**src/cpt_defs.svh**
```systemverilog
// register map, field layout, reset values and divider masks of the timer
// What this block does
// RULE1 - sixteen-bit counter counts only upward from a software-chosen clock
// RULE2 - eight-bit period value compared only with counter upper byte
// RULE3 - sixteen-bit compare-A value compared with every counter bit
// RULE4 - software cannot load counter; besides the match clears of RULE5, only on-bit rising clears it
// RULE5 - counter clears on overflow or selected match, raising an interrupt
// RULE6 - separate interrupt for comparator A and for comparator P
// RULE7 - compare match can change output pin and clear counter
// RULE8 - compare output mode drives pin high, low or toggles
// RULE9 - pwm waveform leaves on the same single output pin
// RULE10 - external clock pin counts events on rising or falling edge
// RULE11 - three-bit select picks system, high, sub or external clock
// RULE12 - low byte write to compare register only loads holding buffer
// RULE13 - high byte write loads high byte and moves buffer to low
// RULE14 - high byte read returns byte and captures low byte into buffer
// RULE15 - low byte read returns holding buffer, not live low byte
// RULE16 - software writes low then high, reads high then low
// RULE17 - three modes: compare output, timer counter, pwm; no single pulse
// RULE18 - counter steps by one per active edge while on and running
// RULE19 - select codes: sys/4, sys, high/16, high/64, sub, sub, ext edges
// RULE20 - on-bit rising returns output pin to configured initial level
// RULE21 - clear-select one clears on A match, zero on P or overflow
// RULE22 - mode field: 00 compare, 10 pwm, 11 timer, 01 undefined
`ifndef CPT_DEFS_SVH
`define CPT_DEFS_SVH

// ---------------------------------------------
// register byte offsets
// ---------------------------------------------
`define CPT_OFF_CTRL0 8'h00
`define CPT_OFF_CTRL1 8'h04
`define CPT_OFF_CNT_LO 8'h08
`define CPT_OFF_CNT_HI 8'h0C
`define CPT_OFF_CMPA_LO 8'h10
`define CPT_OFF_CMPA_HI 8'h14
`define CPT_OFF_PERIOD 8'h18

// ---------------------------------------------
// field positions
// ---------------------------------------------
`define CPT_C0_PAUSE 7
`define CPT_C0_CKS_HI 6
`define CPT_C0_CKS_LO 4
`define CPT_C0_ON 3
`define CPT_C1_MODE_HI 7
`define CPT_C1_MODE_LO 6
`define CPT_C1_IO_HI 5
`define CPT_C1_IO_LO 4
`define CPT_C1_OC 3
`define CPT_C1_POL 2
`define CPT_C1_DPX 1
`define CPT_C1_CCLR 0

// ---------------------------------------------
// reset values and divider masks
// ---------------------------------------------
`define CPT_RST_BYTE 8'h00
`define CPT_RST_WORD 16'h0000
`define CPT_DIV4_MASK 6'h03
`define CPT_DIV16_MASK 6'h0F
`define CPT_DIV64_MASK 6'h3F

`endif

```
**src/cpt_pkg.sv**
```systemverilog
// types shared by the compact timer modules
package cpt_pkg;
    typedef enum logic [1:0] {
        CPT_MODE_CMP = 2'h0,
        CPT_MODE_UNDEF = 2'h1,
        CPT_MODE_PWM = 2'h2,
        CPT_MODE_TMR = 2'h3
    } cpt_mode_t;
    typedef enum logic [2:0] {
        CPT_CKS_SYS4 = 3'h0,
        CPT_CKS_SYS = 3'h1,
        CPT_CKS_HI16 = 3'h2,
        CPT_CKS_HI64 = 3'h3,
        CPT_CKS_SUB0 = 3'h4,
        CPT_CKS_SUB1 = 3'h5,
        CPT_CKS_EXTR = 3'h6,
        CPT_CKS_EXTF = 3'h7
    } cpt_cks_t;
    typedef enum logic [1:0] {
        CPT_IO_KEEP = 2'h0,
        CPT_IO_LOW = 2'h1,
        CPT_IO_HIGH = 2'h2,
        CPT_IO_TOG = 2'h3
    } cpt_io_t;
endpackage

```
**src/cpt_top.sv**
```systemverilog
// compact timer with AHB-Lite register slave
`timescale 1ns/1ns
`include "cpt_defs.svh"
module cpt_top
    import cpt_pkg::*;
(
    // clock and reset
    input wire logic hclk,
    input wire logic hresetn,
    // AHB-Lite slave
    input wire logic hsel,
    input wire logic [31:0] haddr,
    input wire logic [1:0] htrans,
    input wire logic hwrite,
    input wire logic [2:0] hsize,
    input wire logic [31:0] hwdata,
    input wire logic hready,
    output logic hreadyout,
    output logic hresp,
    output logic [31:0] hrdata,
    // clock sources
    input wire logic ext_count_clock_in,
    input wire logic sub_clock_in,
    // timer outputs
    output logic timer_out_pin,
    output logic irq_cmp_a,
    output logic irq_cmp_p
);
    // ---------------------------------------------
    // bus phases
    // ---------------------------------------------
    function automatic logic at(input logic [7:0] a, input logic [7:0] o);
        return a == o;
    endfunction

    logic take;
    logic rd_go;
    logic [7:0] a_adr;
    logic dp_wr_ff;
    logic nxt_dp_wr;
    logic [7:0] dp_adr_ff;
    logic [7:0] nxt_dp_adr;

    // zero wait state slave, always OKAY
    assign take = hsel && htrans[1] && hready;
    assign rd_go = take && !hwrite;
    assign a_adr = haddr[7:0];
    assign hreadyout = 1'b1;
    assign hresp = 1'b0;

    always_comb begin
        nxt_dp_wr = take && hwrite;
        nxt_dp_adr = take ? a_adr : dp_adr_ff;
    end

    always_ff @(posedge hclk or negedge hresetn) begin
        if (!hresetn) begin
            dp_wr_ff <= 1'b0;
            dp_adr_ff <= `CPT_RST_BYTE;
        end else begin
            dp_wr_ff <= nxt_dp_wr;
            dp_adr_ff <= nxt_dp_adr;
        end
    end

    // ---------------------------------------------
    // software registers
    // ---------------------------------------------
    logic pause_ff, nxt_pause;
    logic [2:0] cks_ff, nxt_cks;
    logic on_ff, nxt_on;
    logic [7:0] ctrl1_ff, nxt_ctrl1;
    logic [15:0] cmpa_ff, nxt_cmpa;
    logic [7:0] period_ff, nxt_period;
    logic [7:0] hold_ff, nxt_hold;
    logic [31:0] rdata_ff, nxt_rdata;
    logic [15:0] cnt_ff;
    logic [7:0] rd_byte;
    logic [7:0] wb;
    logic on_rise;

    assign wb = hwdata[7:0];
    assign on_rise = nxt_on & ~on_ff;

    // read mux; low bytes come back through the shared buffer
    always_comb begin
        case (a_adr)
            `CPT_OFF_CTRL0: rd_byte = {pause_ff, cks_ff, on_ff, 3'h0};
            `CPT_OFF_CTRL1: rd_byte = ctrl1_ff;
            `CPT_OFF_CNT_LO: rd_byte = hold_ff; // RULE15
            `CPT_OFF_CNT_HI: rd_byte = cnt_ff[15:8]; // RULE14
            `CPT_OFF_CMPA_LO: rd_byte = hold_ff; // RULE15
            `CPT_OFF_CMPA_HI: rd_byte = cmpa_ff[15:8]; // RULE14
            `CPT_OFF_PERIOD: rd_byte = period_ff;
            default: rd_byte = 8'h00;
        endcase
    end

    // writes land in the data phase, reads act in the address phase
    always_comb begin
        nxt_pause = pause_ff;
        nxt_cks = cks_ff;
        nxt_on = on_ff;
        nxt_ctrl1 = ctrl1_ff;
        nxt_cmpa = cmpa_ff;
        nxt_period = period_ff;
        nxt_hold = hold_ff;
        nxt_rdata = rdata_ff;
        if (dp_wr_ff) begin
            if (at(dp_adr_ff, `CPT_OFF_CTRL0)) begin
                nxt_pause = wb[`CPT_C0_PAUSE];
                nxt_cks = wb[`CPT_C0_CKS_HI:`CPT_C0_CKS_LO];
                nxt_on = wb[`CPT_C0_ON];
            end
            if (at(dp_adr_ff, `CPT_OFF_CTRL1)) begin
                nxt_ctrl1 = wb;
            end
            if (at(dp_adr_ff, `CPT_OFF_CMPA_LO)) begin
                nxt_hold = wb; // RULE12
            end
            if (at(dp_adr_ff, `CPT_OFF_CMPA_HI)) begin
                nxt_cmpa = {wb, hold_ff}; // RULE13 RULE16
            end
            if (at(dp_adr_ff, `CPT_OFF_PERIOD)) begin
                nxt_period = wb;
            end
        end
        // a high read is later in program order, so its capture wins
        if (rd_go && at(a_adr, `CPT_OFF_CNT_HI)) begin
            nxt_hold = cnt_ff[7:0]; // RULE14 RULE16
        end
        if (rd_go && at(a_adr, `CPT_OFF_CMPA_HI)) begin
            nxt_hold = cmpa_ff[7:0]; // RULE14
        end
        if (rd_go) begin
            nxt_rdata = {24'h000000, rd_byte};
        end
    end

    always_ff @(posedge hclk or negedge hresetn) begin
        if (!hresetn) begin
            pause_ff <= 1'b0;
            cks_ff <= 3'h0;
            on_ff <= 1'b0;
            ctrl1_ff <= `CPT_RST_BYTE;
            cmpa_ff <= `CPT_RST_WORD;
            period_ff <= `CPT_RST_BYTE;
            hold_ff <= `CPT_RST_BYTE;
            rdata_ff <= 32'h00000000;
        end else begin
            pause_ff <= nxt_pause;
            cks_ff <= nxt_cks;
            on_ff <= nxt_on;
            ctrl1_ff <= nxt_ctrl1;
            cmpa_ff <= nxt_cmpa;
            period_ff <= nxt_period;
            hold_ff <= nxt_hold;
            rdata_ff <= nxt_rdata;
        end
    end
    assign hrdata = rdata_ff;

    // ---------------------------------------------
    // count strobe
    // ---------------------------------------------
    logic tick;

    cpt_tick u_tick (
        .hclk(hclk),
        .hresetn(hresetn),
        .count_clock_select(cks_ff),
        .ext_count_clock_in(ext_count_clock_in),
        .sub_clock_in(sub_clock_in),
        .tick(tick)
    );

    // ---------------------------------------------
    // counter and comparators
    // ---------------------------------------------
    cpt_mode_t mode;
    cpt_io_t io;
    logic oc, pol, dpx, cclr;
    logic run, a_hit, p_hit, clr;
    logic [7:0] p_top;
    logic [15:0] nxt_cnt;

    assign mode = cpt_mode_t'(ctrl1_ff[`CPT_C1_MODE_HI:`CPT_C1_MODE_LO]);
    assign io = cpt_io_t'(ctrl1_ff[`CPT_C1_IO_HI:`CPT_C1_IO_LO]);
    assign oc = ctrl1_ff[`CPT_C1_OC];
    assign pol = ctrl1_ff[`CPT_C1_POL];
    assign dpx = ctrl1_ff[`CPT_C1_DPX];
    assign cclr = ctrl1_ff[`CPT_C1_CCLR];
    assign run = tick && on_ff && !pause_ff; // RULE18
    // period zero wraps to overflow, which keeps one match path
    assign p_top = cnt_ff[15:8] + 8'h01;
    assign p_hit = run && (cnt_ff[7:0] == 8'hFF) && (p_top == period_ff); // RULE2
    assign a_hit = run && (cnt_ff == cmpa_ff); // RULE3

    // pwm clears on its period comparator, others on the clear select
    always_comb begin
        if (mode == CPT_MODE_PWM) begin
            clr = dpx ? a_hit : p_hit;
        end else begin
            clr = cclr ? a_hit : p_hit; // RULE21 RULE7
        end
        nxt_cnt = cnt_ff;
        if (on_rise) begin
            nxt_cnt = `CPT_RST_WORD; // RULE4
        end else if (clr) begin
            nxt_cnt = `CPT_RST_WORD; // RULE5
        end else if (run) begin
            nxt_cnt = cnt_ff + 16'h0001; // RULE1 RULE18
        end
    end

    always_ff @(posedge hclk or negedge hresetn) begin
        if (!hresetn) begin
            cnt_ff <= `CPT_RST_WORD;
        end else begin
            cnt_ff <= nxt_cnt;
        end
    end

    // ---------------------------------------------
    // output pin and match strobes
    // ---------------------------------------------
    logic lvl_ff, nxt_lvl;
    logic out_ff, nxt_out;
    logic irqa_ff, irqp_ff;
    logic duty;

    // edge aligned pwm: active while counter is below the duty value
    assign duty = dpx ? (cnt_ff[15:8] < period_ff) : (cnt_ff < cmpa_ff);

    always_comb begin
        nxt_lvl = lvl_ff;
        if (on_rise) begin
            nxt_lvl = oc; // RULE20
        end else if (mode == CPT_MODE_CMP && a_hit) begin
            unique case (io) // RULE8 RULE7
                CPT_IO_KEEP: nxt_lvl = lvl_ff;
                CPT_IO_LOW: nxt_lvl = 1'b0;
                CPT_IO_HIGH: nxt_lvl = 1'b1;
                CPT_IO_TOG: nxt_lvl = ~lvl_ff;
            endcase
        end
        unique case (mode) // RULE17 RULE22
            CPT_MODE_CMP: nxt_out = nxt_lvl ^ pol;
            CPT_MODE_PWM: begin
                unique case (io) // RULE9
                    CPT_IO_LOW: nxt_out = oc ^ pol;
                    CPT_IO_HIGH: nxt_out = (duty ? oc : ~oc) ^ pol;
                    default: nxt_out = ~oc ^ pol;
                endcase
            end
            // timer mode and the undefined code hold the pin low
            default: nxt_out = 1'b0;
        endcase
    end

    always_ff @(posedge hclk or negedge hresetn) begin
        if (!hresetn) begin
            lvl_ff <= 1'b0;
            out_ff <= 1'b0;
            irqa_ff <= 1'b0;
            irqp_ff <= 1'b0;
        end else begin
            lvl_ff <= nxt_lvl;
            out_ff <= nxt_out;
            irqa_ff <= a_hit; // RULE6
            irqp_ff <= p_hit; // RULE6
        end
    end
    assign timer_out_pin = out_ff;
    assign irq_cmp_a = irqa_ff;
    assign irq_cmp_p = irqp_ff;
endmodule

```
**src/cpt_tick.sv**
```systemverilog
// count strobe generator: prescaler, pin synchronisers, edge pick
`timescale 1ns/1ns
`include "cpt_defs.svh"
module cpt_tick
    import cpt_pkg::*;
(
    // clock and reset
    input wire logic hclk,
    input wire logic hresetn,
    // clock choice
    input wire logic [2:0] count_clock_select,
    // outside clock sources
    input wire logic ext_count_clock_in,
    input wire logic sub_clock_in,
    // one-cycle count strobe
    output logic tick
);
    // ---------------------------------------------
    // synchronisers and edge detect
    // ---------------------------------------------
    logic [1:0] src;
    logic [1:0] rise;
    logic [1:0] fall;
    assign src = {sub_clock_in, ext_count_clock_in};

    genvar gi;
    generate
        for (gi = 0; gi < 2; gi++) begin : g_sync
            logic s1_ff;
            logic s2_ff;
            logic s3_ff;
            // s1 feeds only s2; edges come from s2 against s3
            always_ff @(posedge hclk or negedge hresetn) begin
                if (!hresetn) begin
                    s1_ff <= 1'b0;
                    s2_ff <= 1'b0;
                    s3_ff <= 1'b0;
                end else begin
                    s1_ff <= src[gi];
                    s2_ff <= s1_ff;
                    s3_ff <= s2_ff;
                end
            end
            assign rise[gi] = s2_ff & ~s3_ff;
            assign fall[gi] = ~s2_ff & s3_ff;
        end
    endgenerate

    // ---------------------------------------------
    // prescaler, high clock taken as hclk
    // ---------------------------------------------
    logic [5:0] div_ff;
    logic [5:0] nxt_div;

    always_comb begin
        nxt_div = div_ff + 6'h01;
    end

    always_ff @(posedge hclk or negedge hresetn) begin
        if (!hresetn) begin
            div_ff <= 6'h00;
        end else begin
            div_ff <= nxt_div;
        end
    end

    // source pick; pin edges lag the pin by two hclk
    always_comb begin
        unique case (cpt_cks_t'(count_clock_select)) // RULE11 RULE19
            CPT_CKS_SYS4: tick = (div_ff & `CPT_DIV4_MASK) == `CPT_DIV4_MASK;
            CPT_CKS_SYS: tick = 1'b1;
            CPT_CKS_HI16: tick = (div_ff & `CPT_DIV16_MASK) == `CPT_DIV16_MASK;
            CPT_CKS_HI64: tick = div_ff == `CPT_DIV64_MASK;
            CPT_CKS_SUB0: tick = rise[1];
            CPT_CKS_SUB1: tick = rise[1];
            CPT_CKS_EXTR: tick = rise[0]; // RULE10
            CPT_CKS_EXTF: tick = fall[0]; // RULE10
        endcase
    end
endmodule

```
**config.mk**
```make
export PLATFORM = sky130hd
export DESIGN_NAME = cpt_top
export DESIGN_NICKNAME = d
export VERILOG_FILES = /design/src/cpt_pkg.sv /design/src/cpt_top.sv /design/src/cpt_tick.sv
export VERILOG_INCLUDE_DIRS = /design/src
export SDC_FILE = /design/constraint.sdc
export NUM_CORES = 1
export LEC_CHECK = 0
export ABC_AREA = 1
export ABC_CLOCK_PERIOD_IN_PS = 5510
export BUFFER_PORTS_ARGS = -buffer_cell sky130_fd_sc_hd__clkbuf_2
export CORE_MARGIN = 2
export CORE_UTILIZATION = 45
export CTS_CLUSTER_SIZE = 25
export DETAILED_ROUTE_END_ITERATION = 10
export GPL_TIMING_DRIVEN = 0
export PLACE_DENSITY = 0.65
export SLEW_MARGIN = 20
export SYNTH_ARGS = -nofsm -noshare
export SYNTH_HDL_FRONTEND = slang
export SYNTH_SLANG_ARGS = --single-unit
```
**constraint.sdc**
```tcl
create_clock -name hclk -period 5.51 [get_ports hclk]
set_clock_uncertainty 0.15 [all_clocks]
set_input_delay 0.551 -clock hclk [delete_from_list [all_inputs] [get_ports hclk]]
set_output_delay 0.551 -clock hclk [all_outputs]
set_load 0.005 [all_outputs]
```
# Yosys cells after proc, flatten, opt, wreduce, memory -nomap -nowiden
# Cells that the tools add are included.
# op_classes
n_addsub	3
mul	0
n_div	0
order_cmp	2
eq_ne	27
shifts	0
muxes	21
bitwise_logic	14
n_reduce_logical	29
# ops
operator	count
equality test 8 x 5 -> 1 bit (second input constant)	6
two-way mux 16 bit	3
case mux 8 bit (6 select lines)	1
two-way mux 8 bit	4
adder 16 x 1 -> 16 bit (second input constant)	1
equality test 16 bit	1
equality test 8 x 3 -> 1 bit (second input constant)	2
equality test 8 x 4 -> 1 bit (second input constant)	2
zero test 8 bit	2
< comparator 16 bit	1
equality test 3 bit (second input constant)	4
logical AND 1 bit	12
AND reduction 2 bit	5
two-way mux 1 bit	9
nonzero test 3 bit	3
adder 8 x 1 -> 8 bit (second input constant)	1
equality test 2 bit (second input constant)	4
equality test 8 bit	1
equality test 8 bit (second input constant)	1
< comparator 8 bit	1
case mux 1 bit (7 select lines)	1
adder 6 x 1 -> 6 bit (second input constant)	1
equality test 3 x 2 -> 1 bit (second input constant)	2
equality test 6 bit (second input constant)	1
other kinds (12)	27
# totals
ff_bits	94
latchBits	0
ramBits	0
mem_bits_ro	0
in_bits	76
out_inout_bits	37
word_cells	118
mem_count	0

# Logic depth before layout (Yosys ltp)
# Gate-level depths: netlist (run 1).
# logic_depth
word_depth	11
ltp_mapped	16
ltp_nobuf	16

# By module
# A second synthesis (run 1) with hierarchy kept.
# unflattened
cells_unflattened	692
area_unflattened_um2	5651.7
# modules_own_cells
mod	n_inst	cells_each	area_each_um2
cpt_top	1	648	5192.5
cpt_tick	1	44	459.2

# Worst setup path after synthesis (run 1)
# No wires, ideal clock.
# synth_path
path_kind	flip-flop to flip-flop
start	reg cnt_ff[15]
end	reg cnt_ff[10]
setup_time_ns	0.122
arrival_ns	1.835
required_ns	5.238
slack_ns	3.403
path_stages_with_launch	14
cell_sequence	dfrtp_1 ha_1 nand2_1 nor2_1 nand2_1 nor2_1 inv_1 nor2_1 inv_1 a21oi_1 nand2_2 nand3_4 buf_8 nor2_2
# synth_between
elab_chain_len	7
elab_cells_between_ends	11
classes_between	add/sub: 1; eq/ne: 2; mux: 5; reduce/logical: 3
# synth_lines
item	line_no	rtl
start, declared	cpt_top.sv:77	logic [15:0] cnt_ff;
start signal, assigned	cpt_top.sv:218	cnt_ff <= `CPT_RST_WORD;
start signal, assigned	cpt_top.sv:220	cnt_ff <= nxt_cnt;
adder 8 x 1 -> 8 bit	cpt_top.sv:195	assign p_top = cnt_ff[15:8] + 8'h01;
equality test 8 bit	cpt_top.sv:196	assign p_hit = run && (cnt_ff[7:0] == 8'hFF) && (p_top == period_ff);
logical AND 1 bit	cpt_top.sv:196	
two-way mux 1 bit (on tied branches)	cpt_top.sv:204, cpt_top.sv:202	
two-way mux 1 bit *	cpt_top.sv:201	if (mode == CPT_MODE_PWM) begin
two-way mux 16 bit	cpt_top.sv:209	end else if (clr) begin
two-way mux 16 bit	cpt_top.sv:207	if (on_rise) begin
# Every way passes the cells marked *; elsewhere a longest branch is shown, timed or not.
# A chain may end at the register's enable or synchronous reset.

# Final worst setup path (run 1)
# layout_path
start	reg cnt_ff[15]
end	reg cnt_ff[12]
# Same word-level chain as after synthesis.

==> results.cfg, run 1 <==
[synthesis]
syn_area_per_cell_sq_um = 7.90
synth-async-reset-ratio_pct = 100
synth_cells = 703
ys_seq_area_share_pct = 42.4
synth.distinct_cells = 41
synth_top_area_share_pct = 42.4
synth_seq_cells = 94
synth.area.top_cells = dfrtp_1, nand2_1, inv_1
syn_area_sq_um = 5550
yosys.area.top_type = dfrtp_1
synth_edf_count = 0
synthFlopType = dfrtp_1
yosys_warnings = 0

[grt]
grt_pass1_vias = 4486
overflow = 0
grt_pass1_wl_um = 22700
grt_max_degree = 95
antenna_found_initial = 0
grtUsageTotal_pct = 22.7

[drt]
totalWireLength_um = 13900
post-route-drc-count = 0
first_pass_iters = 5
via_count = 4734
drt_iter0_markers = 331
routedWlPerCell_um = 15.0
via_per_inst = 5.12
ant_nets = 0

[worst_setup_path]
critPathMaxFanout = 10
reg2reg_slack_ns = 2.78
path_cells = ha_1 -> nand2_1 -> nor2_1 -> nand2_1 -> nor2_1 -> inv_1 -> nor2_1 -> inv_1 -> a21oi_1 -> nand2_2 -> nand3_4 -> buf_8 -> nor2_2
path_class = register to register
cp.required_ns = 5.61
critPathBufInv = 3
crit_family = simple AND/OR/NAND/NOR gates
cp_common_cell = nor2_1
crit_path_end_kind = register
r2r_end = cnt_ff[12]
reg2reg_depth = 13
reg2reg_from = cnt_ff[15]
critPathMaxStageDelay_ns = 0.48
arrival_ns = 2.83
cp_num_cells = 13
start_kind = register
crit_slowest_cell = dfrtp_1

[clock_network]
cts_max_level = 3
cts-root-buf = clkbuf_16
cts_tree = built
cts_setup_buffers = 0
cts_sinks = 94
clock_latency_ns = 0.36
clkSlewWorstSetupHoldPaths_ns = 0.07
hold_buffers = 0
clk_path_buf_depth = 2
numCtsBuffers = 9
ctsResizeCount = 0

[power_and_ir_drop]
p_leak_nw = 3.35
comb_power_share_pct = 13.1
clkPwrFrac_pct = 38.3
ir_worst_vdd_mv = 0.279
swShare_pct = 28.2
seqPwrFrac_pct = 48.6
internal_power_mw = 1.13
p_per_area_nw_per_um2 = 249
p_sw_uw = 443

[cells_and_area]
multi_input_area_sq_um = 2630
fill_cells = 1161
insertedDiodeCount = 0
ff_latch_area_sq_um = 2350
drive_gt1_share_pct = 15.1
area_growth_pct = 13.3
fin_nets = 877
fin_area_sq_um = 6290

[min_path]
hold_path_class = input pin to asynchronous set/reset pin

[die]
die_area_sq_um = 13200
coreArea_sq_um = 12000
row_count = 40
ioPinCount = 113
initial_utilization_pct = 46.2
die_w_um = 115
die_y_um = 115

[sta]
worst_pin_slew_ns = 0.743
max_freq_mhz = 366
final_max_slew_viol_count = 0
timing.final.ws_setup_ns = 2.78
min_period_ns = 2.73
rsz0062_at_grt = no
timing.final.crit_share_pct = 49.5
holdWs_ns = 0.111
tns_ns = 0
relSlewSlack_pct = 50.5
final-hold-violation-count = 0
final-setup-viol-count = 0

[run_status]
outcome = finished, final reports clean

[placed_design]
pre_cts_slack_ns = 2.81
place_area_sq_um = 6010
port_buffers = 34
place.detailed.hpwl_um = 10700
finalWeightedCongestion = 0.927

[run]
maxCapViolations = 0
## synthesized netlist by cell type (10+ instances only)
library cell    n
nand4_1        10
o21ai_0        66
o22ai_1        17
buf_4          26
a21oi_1        22
inv_1         100
xor2_1         18
nor2_1         54
dfrtp_1        94
nand3_1        27
nand2_1       153
nor2_2         13
ha_1           29
## worst max-delay path by stage
stage	startpoint	endpoint	slack, ns
2_1_floorplan	cnt_ff[15]	cnt_ff[10]	3.40
3_3_place_gp	hresetn	irq_cmp_p	2.62
3_5_place_dp	cnt_ff[15]	cnt_ff[15]	2.81
4_1_cts	cnt_ff[15]	cnt_ff[6]	2.79
5_1_grt	cnt_ff[15]	cnt_ff[6]	2.55
6_report	cnt_ff[15]	cnt_ff[12]	2.78
## routing by layer
layer  global-route usage (%)  vias to the layer above  routed length (um)
met5                        0                        -                   0
met4                     8.92                        0                 375
met3                     5.01                       24                 911
met2                     36.2                      151                6280
met1                     30.4                     2198                6290
li1                         -                     2361                   -
## metrics by stage
stage               instances  total power, mW  util, %
floorplan                 727            0.909        -
global placement          908            0.973     49.9
detailed placement        908            0.980     50.0
CTS                       924             1.58     52.4
global route              924             1.64     52.4
finish                    924             1.57     52.4
## cells in the final DEF, fill, tap and decap left out, types with 2 or more instances in the layout
cell | Yosys | routed
nor2_4 | 3 | 3
nor4_1 | 2 | 2
buf_4 | 26 | 26
inv_1 | 100 | 100
and3_1 | 2 | 2
nand4_1 | 10 | 10
clkbuf_2 | 1 | 34
clkbuf_8 | 0 | 2
or2_2 | 2 | 2
o21ai_1 | 4 | 4
dfrtp_1 | 94 | 94
clkbuf_1 | 8 | 8
nor2_2 | 13 | 13
a21oi_1 | 22 | 22
ha_1 | 29 | 29
nand2_1 | 153 | 153
nor3_1 | 9 | 9
conb_1 | 2 | 26
xor2_1 | 18 | 18
o21ai_0 | 66 | 66
o211ai_1 | 7 | 7
a31oi_1 | 2 | 2
xnor2_1 | 4 | 4
nand3_1 | 27 | 27
nand3_2 | 3 | 3
inv_2 | 3 | 3
nor2_1 | 54 | 54
o22ai_1 | 17 | 17
clkinv_2 | 1 | 2
nor3_2 | 3 | 3
buf_2 | 2 | 2
nand2_2 | 5 | 5
clkbuf_16 | 0 | 9
clkinvlp_4 | 0 | 3
nand3_4 | 2 | 2
## flip-flops by register name (all words and copies together), names as in the netlist, 2 cells and up
| register | flops |
|---|---|
| u_tick.g_sync.s1_ff | 2 |
| cks_ff | 3 |
| hrdata | 8 |
| u_tick.g_sync.s2_ff | 2 |
| cnt_ff | 16 |
| period_ff | 8 |
| u_tick.g_sync.s3_ff | 2 |
| hold_ff | 8 |
| dp_adr_ff | 8 |
| u_tick.div_ff | 6 |
| ctrl1_ff | 8 |
| cmpa_ff | 16 |
## final cells by class
type                    count  share of cell area, %
repair buffers             34                   2.84
clock inverters             6                  0.716
flip-flops and latches     94                   37.4
well taps                 147                   2.92
multi-input cells         489                   41.8
plain buffers              39                   4.24
inverters                 105                   6.28
clock buffers              10                   3.80
## power groups by stage
| stage | clock network [mW] | logic, mW | registers [mW] |
|---|---|---|---|
| after floorplan | 0 | 0.143 | 0.766 |
| after global placement | 0 | 0.200 | 0.774 |
| after detailed placement | 0 | 0.205 | 0.775 |
| after CTS | 0.608 | 0.206 | 0.762 |
| after global routing | 0.635 | 0.237 | 0.768 |
| final | 0.601 | 0.206 | 0.763 |
## kinds of logic after synthesis
logic type / after synthesis / synth area share [%]
and+or+nand+nor: 289 / 23.5
DFF: 94 / 42.4
other: 2 / 0.135
buffers and inverters: 144 / 11.9
xor gates and xnor gates: 22 / 3.47
AOI/OAI and AO/OA: 123 / 12.1
adders and majority gates: 29 / 6.53
Note: power is estimated with default switching activity, not from simulation.
==> inputs of run 2 (changes only) <==
Settings changed: ABC_CLOCK_PERIOD_IN_PS 5510 to 2800.
Clock period 5.51 ns to 2.8 ns, I/O delays scaled along.
==> run 2 against run 1 <==
Routed wire length unchanged. Sequential power up 97%. Clock-buffer cell count unchanged. Fmax up 6.3%. Cell area up 0.80%. Utilization up 0.42 points. Hold slack worse by 0.11 ns. Via count down 0.34%. Clock power up 96%. Sequential share of layout area down 0.30 points. Global-route usage about the same. Non-clock buffer count up 4. Critical endpoint unchanged. Largest cell class unchanged. Largest power group unchanged.
==> results.cfg, run 2 (synthesis gave the netlist of run 1 again) <==
[worst_setup_path]
cp.required_ns = 2.90
crit_path_end_kind = register
reg2reg_depth = 13
start_kind = register
arrival_ns = 2.66
path_class = register to register
critPathMaxFanout = 10

[drt]
via_per_inst = 5.08
ant_nets = 0
routedWlPerCell_um = 14.9
totalWireLength_um = 13900
first_pass_iters = 5
post-route-drc-count = 0
drt_iter0_markers = 290
via_count = 4718

[clock_network]
clkSlewWorstSetupHoldPaths_ns = 0.07
clock_latency_ns = 0.36
cts-root-buf = clkbuf_16
cts_tree = built
clk_path_buf_depth = 2
cts_max_level = 3
numCtsBuffers = 9
cts_sinks = 94

[cells_and_area]
fin_nets = 881
mostFrequentLayoutCells = nand2_1, inv_1, dfrtp_1
final_common_cell = nand2_1
insertedDiodeCount = 0
final_core_util_pct = 52.8
largestRegisters = cmpa_ff: 16 flops, cnt_ff: 16 flops
fill_cells = 1160
drive_gt1_share_pct = 15.2
area_growth_pct = 14.2

[grt]
overflow = 0
grt_pass1_wl_um = 22800
antenna_found_initial = 0
grt_pass1_vias = 4509
grtUsageTotal_pct = 22.8
grt_max_degree = 95

[power_and_ir_drop]
comb_power_share_pct = 13.4
swShare_pct = 28.3
seqPwrFrac_pct = 48.5
p_sw_uw = 876
total_power_mw = 3.10
p_per_area_nw_per_um2 = 488
internal_power_mw = 2.22
p_leak_nw = 3.37
ir_worst_vdd_mv = 0.548
clkPwrFrac_pct = 38.1

[die]
die_y_um = 115
die_w_um = 115
initial_utilization_pct = 46.2
coreArea_sq_um = 12000
row_count = 40
die_area_sq_um = 13200
ioPinCount = 113

[run]
maxCapViolations = 0

[sta]
worst_pin_slew_ns = 0.732
min_period_ns = 2.57
final-setup-viol-count = 0
tns_ns = 0
relSlewSlack_pct = 51.2
final_max_slew_viol_count = 0
max_freq_mhz = 390
final-hold-violation-count = 0
timing.final.crit_share_pct = 91.7
rsz0062_at_grt = no

[run_status]
outcome = finished, final reports clean

[min_path]
hold_path_class = input pin to register
hold_path_depth = 3

[placed_design]
port_buffers = 34
finalWeightedCongestion = 0.927
place.detailed.hpwl_um = 10700
-- run 2: cell types whose count changed in the layout (fill, tap and decap cells not counted), sizes merged --
cell | before | now
dlygate4sd3 | 0 | 4
-- run 2: cell type report --
type	instances	area, sq um	share of cell area [%]
plain buffers	39	267	4.20
well taps	147	184	2.90
flip-flops and latches	94	2350	37.1
multi-input cells	489	2640	41.6
inverters	105	395	6.24
clock buffers	10	239	3.77
clock inverters	6	45.0	0.710
repair buffers	38	219	3.45
-- run 2: metal layers --
metal | GRT usage, % | share of wire (%) | up-vias
met4 | 8.92 | 2.6 | 0
met3 | 5.01 | 6.0 | 24
li1 | - | - | 2368
met1 | 30.4 | 46 | 2190
met5 | 0 | 0 | -
met2 | 36.4 | 45 | 136
-- run 2: path summary, 6_finish.rpt --
kind | from | to | slack (ns)
setup reg to reg | cnt_ff[15] | cnt_ff[12] | 0.23
max in group asynchronous | hresetn | period_ff[7] | 1.59
min in group asynchronous | hresetn | dp_adr_ff[6] | 0.39
hold reg to reg | u_tick.g_sync[0].s1_ff | u_tick.g_sync[0].s2_ff | 0.21
setup / recovery | cnt_ff[15] | cnt_ff[12] | 0.23
hold / removal | hwdata[6] | cks_ff[2] | 0.006
-- run 2: worst max-delay path: stages, from the launching register on --
cell and delay (ns):
dfrtp_1 0.48, ha_1 0.34, nand2_1 0.09, nor2_1 0.21, nand2_2 0.13, nor2_4 0.17, inv_1 0.05, nor2_1 0.15
inv_1 0.07, a21oi_1 0.15, nand2_2 0.09, nand3_4 0.15, buf_8 0.18, nor2_2 0.04
-- run 2: what timing repair did --
action / 4_1_cts / 5_1_grt
resized for setup: 0 / 3
setup endpoints to repair: 0 / 10
endpoints found under the hold margin: 97 / 0
hold buffers: 4 / 0
buffers inserted: 0 / 0
-- run 2: power by group through the flow --
stage	Combinational, mW	Clock (mW)	Sequential [mW]
floorplan	0.281	0	1.51
global placement	0.393	0	1.52
detailed placement	0.404	0	1.53
CTS	0.411	1.20	1.50
global route	0.476	1.25	1.51
finish	0.414	1.18	1.50
-- run 2: per-stage QoR --
| step | hold slack [ns] | cells | instance area, sq um | setup slack [ns] |
|---|---|---|---|---|
| floorplan | -0.166 | 727 | 5640 | 0.693 |
| global placement | 0.183 | 908 | 6000 | 0.131 |
| detailed placement | 0.189 | 908 | 6010 | 0.103 |
| CTS | 0.00251 | 928 | 6330 | 0.0820 |
| global route | 0.0435 | 928 | 6340 | 0.0177 |
| finish | 0.00570 | 928 | 6340 | 0.233 |
==> inputs of run 3 (changes only) <==
Settings changed: MAX_ROUTING_LAYER from default to met4.
==> run 3 against run 2 <==
First-iteration DRC count increased by 17%. Sequential cell count unchanged. Largest cell class unchanged. Critical endpoint unchanged. Fmax shrank 1.0%. Cell area is essentially flat. Sequential share of layout area hardly changed. Via count rose by 0.21%. Hold slack improved by 0.014 ns. Utilization about the same.
==> results.cfg, run 3 (synthesis gave the netlist of run 1 again) <==
[drt]
first_pass_iters = 5
routedWlPerCell_um = 15.0
ant_nets = 0
totalWireLength_um = 13900
drt_iter0_markers = 340
via_per_inst = 5.10
via_count = 4728
post-route-drc-count = 0

[sta]
min_period_ns = 2.59
worst_pin_slew_ns = 0.781
max_freq_mhz = 386
relSlewSlack_pct = 47.9
rsz0062_at_grt = no
final-setup-viol-count = 0
final_max_slew_viol_count = 0
timing.final.crit_share_pct = 92.6
tns_ns = 0
final-hold-violation-count = 0

[clock_network]
cts_tree = built
cts_sinks = 94
clock_latency_ns = 0.35
numCtsBuffers = 9
clkSlewWorstSetupHoldPaths_ns = 0.07
cts_max_level = 3
clk_path_buf_depth = 2
cts-root-buf = clkbuf_16

[cells_and_area]
drive_gt1_share_pct = 14.9
final_cells = 927
fin_nets = 881
insertedDiodeCount = 0
mostFrequentLayoutCells = nand2_1, inv_1, dfrtp_1
largestRegisters = cmpa_ff: 16 flops, cnt_ff: 16 flops
final_core_util_pct = 52.8
final_common_cell = nand2_1
area_growth_pct = 14.2

[worst_setup_path]
crit_path_end_kind = register
arrival_ns = 2.69
cp.required_ns = 2.89
start_kind = register
crit_slowest_cell = dfrtp_1
path_class = register to register
critPathMaxStageDelay_ns = 0.47
critPathMaxFanout = 10
path_cells = ha_1 -> nand2_1 -> nor2_1 -> nand2_1 -> nor2_4 -> inv_1 -> nor2_1 -> inv_1 -> a21oi_1 -> nand2_2 -> nand3_4 -> buf_8 -> nor2_2

[die]
coreArea_sq_um = 12000
die_y_um = 115
die_area_sq_um = 13200
row_count = 40
initial_utilization_pct = 46.2
die_w_um = 115
ioPinCount = 113

[grt]
grt_pass1_wl_um = 22600
grtUsageTotal_pct = 23.2
grt_max_degree = 95
antenna_found_initial = 0
grt_pass1_vias = 4468
overflow = 0

[placed_design]
dp_cells = 908
place.detailed.hpwl_um = 10700
port_buffers = 34
finalWeightedCongestion = 0.935

[power_and_ir_drop]
p_leak_nw = 3.37
p_per_area_nw_per_um2 = 494
ir_worst_vdd_mv = 0.455

[run]
maxCapViolations = 0

[run_status]
outcome = finished, final reports clean

[min_path]
hold_path_class = input pin to register
run 3: changes by cell type in the layout (fill, tap and decap cells not counted):
cell,before,now
nand2_2,6,5
clkinv_2,2,1
inv_6,1,0
bufinv_16,0,1
clkbuf_1,8,9
clkbuf_8,2,1
nand2_1,152,153
run 3: metal layers:
metal / wire length, um / share of wire [%] / GRT usage, %
met5: 0 / 0 / -
met4: 375 / 2.7 / 8.03
met3: 850 / 6.1 / 5.43
met2: 6390 / 46 / 36.2
met1: 6310 / 45 / 29.9
run 3: timing repair:
| action | 4_1_cts | 5_1_grt |
|---|---|---|
| hold buffers | 4 | 0 |
| gates resized for setup | 0 | 2 |
| hold endpoints to repair | 97 | 0 |
| setup endpoints to repair | 0 | 10 |
| setup buffers | 0 | 0 |
run 3: area by class of cell:
class / instances / area [sq um]
inverters: 105 / 395
repair buffers: 38 / 219
well taps: 147 / 184
plain buffers: 39 / 267
flip-flops and latches: 94 / 2350
multi-input cells: 489 / 2640
clock inverters: 5 / 61.3
fillers: 1146 / 5670
clock buffers: 10 / 229
run 3: final timing paths:
path                                        startpoint                     end  slack [ns]  depth (start not counted)
max in group asynchronous                      hresetn            period_ff[7]        1.57                          2
worst max-delay path                        cnt_ff[15]              cnt_ff[12]        0.21                         13
min in group asynchronous                      hresetn            dp_adr_ff[0]        0.40                          2
worst max register to register              cnt_ff[15]              cnt_ff[12]        0.21                         13
worst min-delay path                         hwdata[6]               cks_ff[2]        0.02                          3
worst min register to register  u_tick.g_sync[1].s1_ff  u_tick.g_sync[1].s2_ff        0.21                          0
run 3: critical path: cells and delay by family, from the launching register on:
| kind | cells | cell delay (ns) |
|---|---|---|
| adder cells (fa/ha/maj) | 1 | 0.33 |
| AND/OR/NAND/NOR | 8 | 1.05 |
| AO/OA/AOI/OAI | 1 | 0.16 |
| flip-flops | 1 | 0.47 |
| buffers and inverters | 3 | 0.30 |
run 3: stage by stage:
step	cell area (sq um)	setup WS, ns	power [mW]	hold WS [ns]
final	6340	0.207	3.14	0.0194
after global routing	6340	0.0280	3.28	0.0363
after CTS	6340	0.104	3.15	0.0129
after detailed placement	6010	0.115	1.93	0.200
after global placement	6000	0.164	1.91	0.183
after floorplan	5640	0.693	1.79	-0.166
run 3: report_power, final:
| group | internal, mW | total, mW | switching, mW |
|---|---|---|---|
| sequential | 1.44 | 1.50 | 0.0651 |
| clock | 0.689 | 1.22 | 0.527 |
| combinational | 0.153 | 0.417 | 0.263 |
